$ cat src/dtc_pkg.sv
package dtc_pkg;
    // Register addresses on the special-register port
    localparam logic [7:0] ADDR_CONTROL = 8'h88;
    localparam logic [7:0] ADDR_MODE = 8'h89;
    localparam logic [7:0] ADDR_UNIT0_LOW = 8'h8A;
    localparam logic [7:0] ADDR_UNIT1_LOW = 8'h8B;
    localparam logic [7:0] ADDR_UNIT0_HIGH = 8'h8C;
    localparam logic [7:0] ADDR_UNIT1_HIGH = 8'h8D;
    localparam logic [7:0] MODE_RESET = 8'h00;
    localparam logic [7:0] BYTE_ZERO = 8'h00;
    localparam logic [7:0] BYTE_FULL = 8'hFF;
    localparam logic [4:0] PRESCALE_FULL = 5'h1F;
    // Field positions inside the mode register, per unit nibble
    localparam int UNIT_NIBBLE = 4;
    localparam int GATE_BIT = 3;
    localparam int SELECT_BIT = 2;
    localparam int MODE_UPPER_BIT = 1;
    localparam int MODE_LOWER_BIT = 0;
    // Control register bit positions
    localparam int FLAG1_BIT = 7;
    localparam int RUN1_BIT = 6;
    localparam int FLAG0_BIT = 5;
    localparam int RUN0_BIT = 4;
    // Machine cycle: 12 core clocks, phase index = (state-1)*2 + (phase-1)
    localparam logic [3:0] CLOCKS_PER_MACHINE = 4'hC;
    localparam logic [3:0] PHASE_LAST = 4'hB;
    localparam logic [3:0] SAMPLE_PHASE = 4'h9;
    localparam logic [3:0] UPDATE_PHASE = 4'h4;
    localparam logic [3:0] PHASE_ZERO = 4'h0;
    localparam logic [3:0] PHASE_ONE = 4'h1;
    // Mode field encodings
    localparam logic [1:0] MODE_PRESCALED = 2'h0;
    localparam logic [1:0] MODE_FULL16 = 2'h1;
    localparam logic [1:0] MODE_RELOAD = 2'h2;
    localparam logic [1:0] MODE_SPLIT = 2'h3;

    typedef struct packed {
        logic ovf;
        logic [7:0] hi;
        logic [7:0] lo;
    } dtc_step_type;

    typedef struct packed {
        logic wr;
        logic [7:0] addr;
        logic [7:0] wdata;
    } dtc_sfr_type;
endpackage : dtc_pkg

$ cat src/dtc_timer_pair.sv
`timescale 1ns/100ps
// Summary of operation
// - Timer function advances the low byte once per twelve-clock machine cycle.
// - Counter function samples the count pin at sample_phase, counts high-then-low.
// - A detected fall shows in the count at update_phase of the next cycle.
// - Recognising one fall takes two machine cycles, limiting external rate.
// - Gating bit set: count only while gate pin high and run bit set.
// - Select bit set counts pin falls; clear counts machine cycles.
// - Mode field is bits 5:4 for unit 1, bits 1:0 for unit 0.
// - Mode 00: high byte counts, low byte five bits form a prescaler.
// - Mode 01: high and low bytes cascade into one 16-bit counter.
// - Mode 10: low byte counts, reloads from high byte on overflow.
// - Mode 11 on unit 1 stops unit 1 counting.
// - Mode 11 on unit 0 splits it into two independent 8-bit counters.
// - Each unit consists of one high byte and one low byte register.
// - Overflow sets the flag; vectoring clears it; software drives run bits.
// - In mode 00 the upper three low-byte bits are left untouched.
// - Split unit 0 high byte counts cycles using unit 1 run and flag.
module dtc_timer_pair (
    input wire logic clock_i,
    input wire logic rstn_i,
    input wire dtc_pkg::dtc_sfr_type sfr_i,
    input wire logic [1:0] vector_ack_i,
    input wire logic unit0_count_pin_i,
    input wire logic unit1_count_pin_i,
    input wire logic unit0_gate_pin_i,
    input wire logic unit1_gate_pin_i,
    output logic [7:0] sfr_rdata_o,
    output logic unit0_overflow_flag_o,
    output logic unit1_overflow_flag_o
);
    import dtc_pkg::*;

    function automatic dtc_step_type step(input logic [1:0] mode, input logic [7:0] hi,
                                          input logic [7:0] lo);
        dtc_step_type r;
        r = '{ovf: 1'b0, hi: hi, lo: lo};
        case (mode)
            MODE_PRESCALED: begin
                r.lo[4:0] = lo[4:0] + 5'h1;
                if (lo[4:0] == PRESCALE_FULL) begin
                    r.hi = hi + 8'h01;
                    r.ovf = (hi == BYTE_FULL);
                end
            end
            MODE_FULL16: begin
                {r.ovf, r.hi, r.lo} = {1'b0, hi, lo} + 17'h0_0001;
            end
            MODE_RELOAD: begin
                r.ovf = (lo == BYTE_FULL);
                r.lo = r.ovf ? hi : lo + 8'h01;
            end
            default: begin
                r.ovf = (lo == BYTE_FULL);
                r.lo = lo + 8'h01;
            end
        endcase
        return r;
    endfunction : step

    logic [3:0] phase_q, phase_d;
    logic [3:0][2:0] sync_q, sync_d;
    logic [3:0] filt_q, filt_d;
    logic [1:0] samp_q, samp_d, pend_q, pend_d;
    logic [7:0] mode_q, mode_d;
    logic [1:0] run_q, run_d, flag_q, flag_d;
    logic [1:0][7:0] hi_q, hi_d, lo_q, lo_d;
    logic [7:0] rdata_q, rdata_d;
    logic [1:0] tick, en, gate, sel, hw_set;
    logic [1:0][1:0] mode_f;
    logic split0, tick0_high;
    dtc_step_type res0, res1, res0_high;
    logic [3:0] pins;

    assign pins = {unit1_gate_pin_i, unit0_gate_pin_i, unit1_count_pin_i, unit0_count_pin_i};

    // Three-stage synchronisers; first stage feeds only the second
    genvar gi;
    generate
        for (gi = 0; gi < 4; gi++) begin : g_sync
            always_comb begin
                sync_d[gi] = {sync_q[gi][1:0], pins[gi]};
                filt_d[gi] = (sync_q[gi][1] == sync_q[gi][2]) ? sync_q[gi][2] : filt_q[gi];
            end
        end
        for (gi = 0; gi < 2; gi++) begin : g_ctl
            assign gate[gi] = mode_q[gi*UNIT_NIBBLE + GATE_BIT];
            assign sel[gi] = mode_q[gi*UNIT_NIBBLE + SELECT_BIT];
            assign mode_f[gi] = {mode_q[gi*UNIT_NIBBLE + MODE_UPPER_BIT],
                                 mode_q[gi*UNIT_NIBBLE + MODE_LOWER_BIT]};
            assign en[gi] = run_q[gi] & (~gate[gi] | filt_q[2 + gi]);
            // Timer ticks once per machine cycle; counter ticks on a pending fall
            assign tick[gi] = (phase_q == UPDATE_PHASE) & en[gi]
                              & (sel[gi] ? pend_q[gi] : 1'b1);
        end
    endgenerate

    assign split0 = (mode_f[0] == MODE_SPLIT);
    assign tick0_high = split0 & (phase_q == UPDATE_PHASE) & run_q[1];
    assign res0 = step(mode_f[0], hi_q[0], lo_q[0]);
    assign res1 = step(mode_f[1], hi_q[1], lo_q[1]);
    assign res0_high = step(MODE_SPLIT, BYTE_ZERO, hi_q[0]);
    assign hw_set[0] = tick[0] & res0.ovf;
    // Split unit 0 takes over unit 1's flag; unit 1 then counts silently
    assign hw_set[1] = split0 ? (tick0_high & res0_high.ovf)
                              : (tick[1] & res1.ovf & (mode_f[1] != MODE_SPLIT));

    always_comb begin
        phase_d = (phase_q == PHASE_LAST) ? PHASE_ZERO : phase_q + PHASE_ONE;
        samp_d = samp_q;
        pend_d = pend_q;
        if (phase_q == UPDATE_PHASE) begin
            pend_d = 2'h0;
        end
        // Two samples a machine cycle apart are needed per fall, hence the rate limit
        if (phase_q == SAMPLE_PHASE) begin
            samp_d = filt_q[1:0];
            pend_d = samp_q & ~filt_q[1:0];
        end
        mode_d = mode_q;
        run_d = run_q;
        hi_d = hi_q;
        lo_d = lo_q;
        flag_d = flag_q & ~vector_ack_i;
        if (tick[0]) begin
            lo_d[0] = res0.lo;
            if (!split0) begin
                hi_d[0] = res0.hi;
            end
        end
        if (tick0_high) begin
            hi_d[0] = res0_high.lo;
        end
        if (tick[1] && mode_f[1] != MODE_SPLIT) begin
            hi_d[1] = res1.hi;
            lo_d[1] = res1.lo;
        end
        if (sfr_i.wr) begin
            case (sfr_i.addr)
                ADDR_MODE: mode_d = sfr_i.wdata;
                ADDR_UNIT0_LOW: lo_d[0] = sfr_i.wdata;
                ADDR_UNIT1_LOW: lo_d[1] = sfr_i.wdata;
                ADDR_UNIT0_HIGH: hi_d[0] = sfr_i.wdata;
                ADDR_UNIT1_HIGH: hi_d[1] = sfr_i.wdata;
                ADDR_CONTROL: begin
                    run_d = {sfr_i.wdata[RUN1_BIT], sfr_i.wdata[RUN0_BIT]};
                    flag_d = {sfr_i.wdata[FLAG1_BIT], sfr_i.wdata[FLAG0_BIT]};
                end
                default: ;
            endcase
        end
        // Hardware set wins over any clear in the same cycle
        flag_d = flag_d | hw_set;
        case (sfr_i.addr)
            ADDR_MODE: rdata_d = mode_q;
            ADDR_UNIT0_LOW: rdata_d = lo_q[0];
            ADDR_UNIT1_LOW: rdata_d = lo_q[1];
            ADDR_UNIT0_HIGH: rdata_d = hi_q[0];
            ADDR_UNIT1_HIGH: rdata_d = hi_q[1];
            ADDR_CONTROL: rdata_d = {flag_q[1], run_q[1], flag_q[0], run_q[0], 4'h0};
            default: rdata_d = BYTE_ZERO;
        endcase
    end

    always_ff @(posedge clock_i or negedge rstn_i) begin
        if (!rstn_i) begin
            phase_q <= PHASE_ZERO;
            sync_q <= '0;
            filt_q <= '0;
            samp_q <= '0;
            pend_q <= '0;
            mode_q <= MODE_RESET;
            run_q <= '0;
            flag_q <= '0;
            hi_q <= '0;
            lo_q <= '0;
            rdata_q <= BYTE_ZERO;
        end else begin
            phase_q <= phase_d;
            sync_q <= sync_d;
            filt_q <= filt_d;
            samp_q <= samp_d;
            pend_q <= pend_d;
            mode_q <= mode_d;
            run_q <= run_d;
            flag_q <= flag_d;
            hi_q <= hi_d;
            lo_q <= lo_d;
            rdata_q <= rdata_d;
        end
    end

    assign sfr_rdata_o = rdata_q;
    assign unit0_overflow_flag_o = flag_q[0];
    assign unit1_overflow_flag_o = flag_q[1];

    // Helper terms for the checks below
    logic wr_lo0, wr_hi0, wr_u1;
    assign wr_lo0 = sfr_i.wr & (sfr_i.addr == ADDR_UNIT0_LOW);
    assign wr_hi0 = sfr_i.wr & (sfr_i.addr == ADDR_UNIT0_HIGH);
    assign wr_u1 = sfr_i.wr & ((sfr_i.addr == ADDR_UNIT1_LOW) | (sfr_i.addr == ADDR_UNIT1_HIGH));

    AST_PHASE_WRAP: assert property (@(posedge clock_i) disable iff (!rstn_i)
        phase_q == PHASE_LAST |=> phase_q == PHASE_ZERO ##11 phase_q == PHASE_LAST)
        else $error("Machine cycle is not twelve clocks");
    AST_LOW_AT_UPDATE: assert property (@(posedge clock_i) disable iff (!rstn_i)
        (phase_q != UPDATE_PHASE && !wr_lo0) |=> $stable(lo_q[0]))
        else $error("Unit 0 low byte moved outside the update phase");
    AST_FULL16_STEP: assert property (@(posedge clock_i) disable iff (!rstn_i)
        (mode_f[0] == MODE_FULL16 && !sel[0] && en[0] && phase_q == UPDATE_PHASE
         && !wr_lo0 && !wr_hi0)
        |=> {hi_q[0], lo_q[0]} == $past({hi_q[0], lo_q[0]}) + 16'h0001)
        else $error("16-bit count did not advance by one");
    AST_UNIT1_STOP: assert property (@(posedge clock_i) disable iff (!rstn_i)
        (mode_f[1] == MODE_SPLIT && !wr_u1) |=> $stable({hi_q[1], lo_q[1]}))
        else $error("Unit 1 counted in its stop mode");
    AST_GATE_HOLD: assert property (@(posedge clock_i) disable iff (!rstn_i)
        (gate[0] && !filt_q[2] && !wr_lo0) |=> $stable(lo_q[0]))
        else $error("Gated unit 0 counted with gate pin low");
    AST_RELOAD: assert property (@(posedge clock_i) disable iff (!rstn_i)
        (mode_f[0] == MODE_RELOAD && tick[0] && lo_q[0] == BYTE_FULL && !wr_lo0 && !wr_hi0)
        |=> lo_q[0] == hi_q[0] && flag_q[0])
        else $error("Reload or flag missing on low byte overflow");
    AST_PRESCALE_TOP: assert property (@(posedge clock_i) disable iff (!rstn_i)
        (mode_f[0] == MODE_PRESCALED && !wr_lo0) |=> $stable(lo_q[0][7:5]))
        else $error("Prescaler touched the upper low-byte bits");
    AST_COUNT_FALL: assert property (@(posedge clock_i) disable iff (!rstn_i)
        (phase_q == SAMPLE_PHASE && samp_q[0] && !filt_q[0])
        |-> ##7 (phase_q == UPDATE_PHASE && pend_q[0]))
        else $error("Detected fall not pending at the update phase");
    AST_FLAG_WINS: assert property (@(posedge clock_i) disable iff (!rstn_i)
        hw_set[0] |=> flag_q[0])
        else $error("Overflow flag lost against a clear");
endmodule : dtc_timer_pair

$ cat config.mk
export PLATFORM = sky130hd
export DESIGN_NAME = dtc_timer_pair
export DESIGN_NICKNAME = d
export VERILOG_FILES = /design/src/dtc_pkg.sv /design/src/dtc_timer_pair.sv
export SDC_FILE = /design/constraint.sdc
export NUM_CORES = 1
export LEC_CHECK = 0
export ABC_AREA = 1
export BUFFER_PORTS_ARGS = -buffer_cell sky130_fd_sc_hd__buf_2
export CAP_MARGIN = 20
export CORE_ASPECT_RATIO = 0.8
export CORE_MARGIN = 2
export CORE_UTILIZATION = 66
export DETAILED_ROUTE_END_ITERATION = 7
export PLACE_DENSITY = 0.86
export SYNTH_ARGS = -nofsm -noshare
export SYNTH_HDL_FRONTEND = slang
export SYNTH_SLANG_ARGS = --single-unit
$ cat constraint.sdc
create_clock -name clock_i -period 3.62 [get_ports clock_i]
set_input_delay 0.543 -clock clock_i [delete_from_list [all_inputs] [get_ports clock_i]]
set_output_delay 0.543 -clock clock_i [all_outputs]
set_load 0.02 [all_outputs]
==> results.md <==
- Power Total: 0.00198 W
- Initial antenna violation count: 0
- RSZ-0062 raised after global routing: false
- Post-layout util: 0.752
- Area delta synth->final: 8.60%
- Most frequent cell after synthesis: nand2_1
- DP Area: approximately 5000 sq um
- Post-Syn Area: 4840 sq um
- CP required: 3.87 ns
- Pin count of the biggest net entering global routing: between 70 and 80
- Footprint of the multi-input gates: roughly 2500 sq um
- Setup Skew: 0.0108 ns
- Global-route wire length before repair: roughly 24 mm
- DR vias: between 5000 and 6000
- Fill count: about 540
- I/O Pins: 35
- Reg2Reg Depth: 11
- Initial core utilization: 0.692
- Signal arrival time at the worst endpoint: roughly 2.7 ns
- Max Freq: approximately 410 MHz
- Slew headroom: 0.375
- CTS max path bufs: 2
- Vias in the first global route: 4724
- Total Routing Usage GR: 0.398
- Min cycle time layout: 2.44 ns
- Top post-synthesis cells by area: dfrtp_1 39%, nand2_1 14%, inv_1 6.8%, a21oi_1 6.7%, o21ai_0 6.0%
- Num rows: 27
- PortBufs: 34
- Worst Hold Path EP: sync_d[10]
- Number of synthesized flops with an enable pin: 0
- Yosys reg bits: 76
- Worst slew pin tran: 0.938 ns
- Final worst-path cycle share: 0.674
- Nets: 751
- Syn Inst Count: 684
- R2R Setup Slk: 1.18 ns
- Metal2 WL: 6.29 mm
- Wire length on met1: 5.92 mm
- Status: finished clean
- Worst skew pair latency: 0.37 ns
- Hold Startpoint: unit1_gate_pin_i
- Setup slack at placement: ~1.3 ns
- Final hold viol count: 0
- Yosys top cell by area: dfrtp_1
- Total CTS buffers: 9
- RePlAce Congestion: 0.999
- Clk sink count: 76
- Full die area: 8040 sq um
- Iteration-0 DRC Markers: 648
- Die Ht: around 80 um
- Top sig layer: met4
- Critical Path End Type: flop
- DRT antenna net count: 0
- Vias per cell: 6.35
- Core Footprint: 6990 sq um
- Setup Buffers After CTS: 0
- CP Launch Type: flop
- Drt pass-1 iters: 7
- Syn Nets: roughly 720
- Fraction of registers with async set/reset: 1.00
- Post-CTS Hold Buffers: 0
- Share of cells above drive strength 1: 0.101
- TritonCTS clock tree: yes
- Leading register cell type out of synthesis: dfrtp_1
- Reg2reg start: phase_q[0]
- FF+latch area: 1900 sq um
- CTS resizes: 0
- Synth Area per Inst: approximately 7.1 sq um
- Post-synthesis sequential area ratio: 0.393
- Die W: 99.8 um
- Worst-path clk slew: 0.09 ns
- Final worst slack: 1.18 ns
- Design Area, Final: 5260 sq um
- Final slew viol count: 0
- VDD IR max: 0.258 mV
- Drt total wl: 15.0 mm
- Maxcap violations: 0
- Ant. Diodes: 0
- Largest fanout on the critical path: 13
- Root Driver: clkbuf_8
- Ys Warns: 0
- Crit path kind: reg -> reg
- Worst reg2reg endpoint: hi_q[1]
- Hold WC Path Type: in -> reg
- Distinct cells, synth: 37
- Final setup TNS: 0 ns
- Hold path depth: 1
- P_leak: approximately 2.7 nW
- Post-DP HPWL: 11.1 mm
- Top cells by count, synth: 177 x nand2_1, 88 x inv_1, 76 x dfrtp_1, 68 x nor2_1, 65 x a21oi_1
- # DRC: 0
- Remaining Overflow, GRT: 0
- PD cells: 376 nW/um^2
- Top cell type's share of synthesized area: 0.393
- WL per Instance: between 15 and 20 um
- Final setup viols: 0
- Routed wl met3: 2.22 mm
- H-tree depth: 3
==> flip-flops by register name, indices dropped and copies added, names as in the netlist <==
name         cells
hi_q            16
lo_q            16
mode_q           8
sfr_rdata_o      8
sync_d           8
filt_q           4
phase_q          4
sync_q           4
flag_q           2
pend_q           2
run_q            2
samp_q           2
==> how the worst max path moves through the flow <==
stage,startpoint,end,slack [ns]
floorplan,lo_q[1],hi_q[7],1.90
global placement,phase_q[0],hi_q[1],1.46
detailed placement,phase_q[0],hi_q[1],1.29
CTS,phase_q[0],hi_q[1],1.27
global route,phase_q[0],hi_q[1],0.98
finish,phase_q[0],hi_q[1],1.18
==> power by group <==
group | switching [W] | total (W) | internal, W | leakage, nW
clock | 0.000377 | 0.000715 | 0.000338 | 0.110
sequential | 0.0000639 | 0.000960 | 0.000896 | 0.855
combinational | 0.000209 | 0.000301 | 0.0000921 | 1.71
==> per-stage QoR <==
stage / hold slack (ns) / instances
2_1_floorplan: 0.247 / 684
3_3_place_gp: 0.332 / 792
3_5_place_dp: 0.338 / 792
4_1_cts: 0.272 / 808
5_1_grt: 0.259 / 808
6_report: 0.272 / 808
==> cells by family after synthesis <==
kind of cell	synth area share
simple gates	0.296
compound gates	0.182
fa+ha+maj	0.0341
flops	0.393
buf+inv	0.0884
xor+xnor	0.00724
==> per-layer routing <==
layer,global-route usage,up-vias
met5,0,-
met1,0.534,2338
met4,0.149,0
li1,-,2328
met3,0.160,72
met2,0.578,395
==> placed cells by master, fill, tap and decap left out, types with 2 or more instances in the layout <==
cell type / instances
nor3_1: 9
nand2_1: 177
inv_2: 4
maj3_1: 4
nand2_2: 2
o21ai_1: 3
a22oi_1: 6
inv_1: 88
o22ai_1: 13
xor2_1: 3
a21oi_1: 65
o221ai_1: 4
inv_8: 3
nand4_1: 12
nor3_4: 2
nor2_2: 7
o2111ai_1: 2
nor2_1: 68
ha_1: 10
buf_2: 33
a31oi_1: 4
o211ai_1: 3
clkinv_4: 2
dfrtp_1: 76
nor2_4: 4
clkbuf_8: 9
o21ai_0: 58
nand3_1: 38
==> critical path, cell delays in order (launching register included) <==
cell	delay [ns]
dfrtp_1	0.41
inv_1	0.12
ha_1	0.17
nand3_1	0.17
nor2_1	0.21
nand2_1	0.37
inv_1	0.36
nand2_1	0.18
nand2_1	0.09
nand2_1	0.05
a21oi_1	0.13
nor2_1	0.06
==> area by class of cell <==
cell class                 instances  area share
tap                               87      0.0207
clock buffer                       9      0.0236
timing repair buffer              34      0.0328
multi-input combinational        502       0.478
clock inverter                     7      0.0171
sequential                        76       0.362
inverter                          93      0.0664
(Power assumes the default switching activity.)
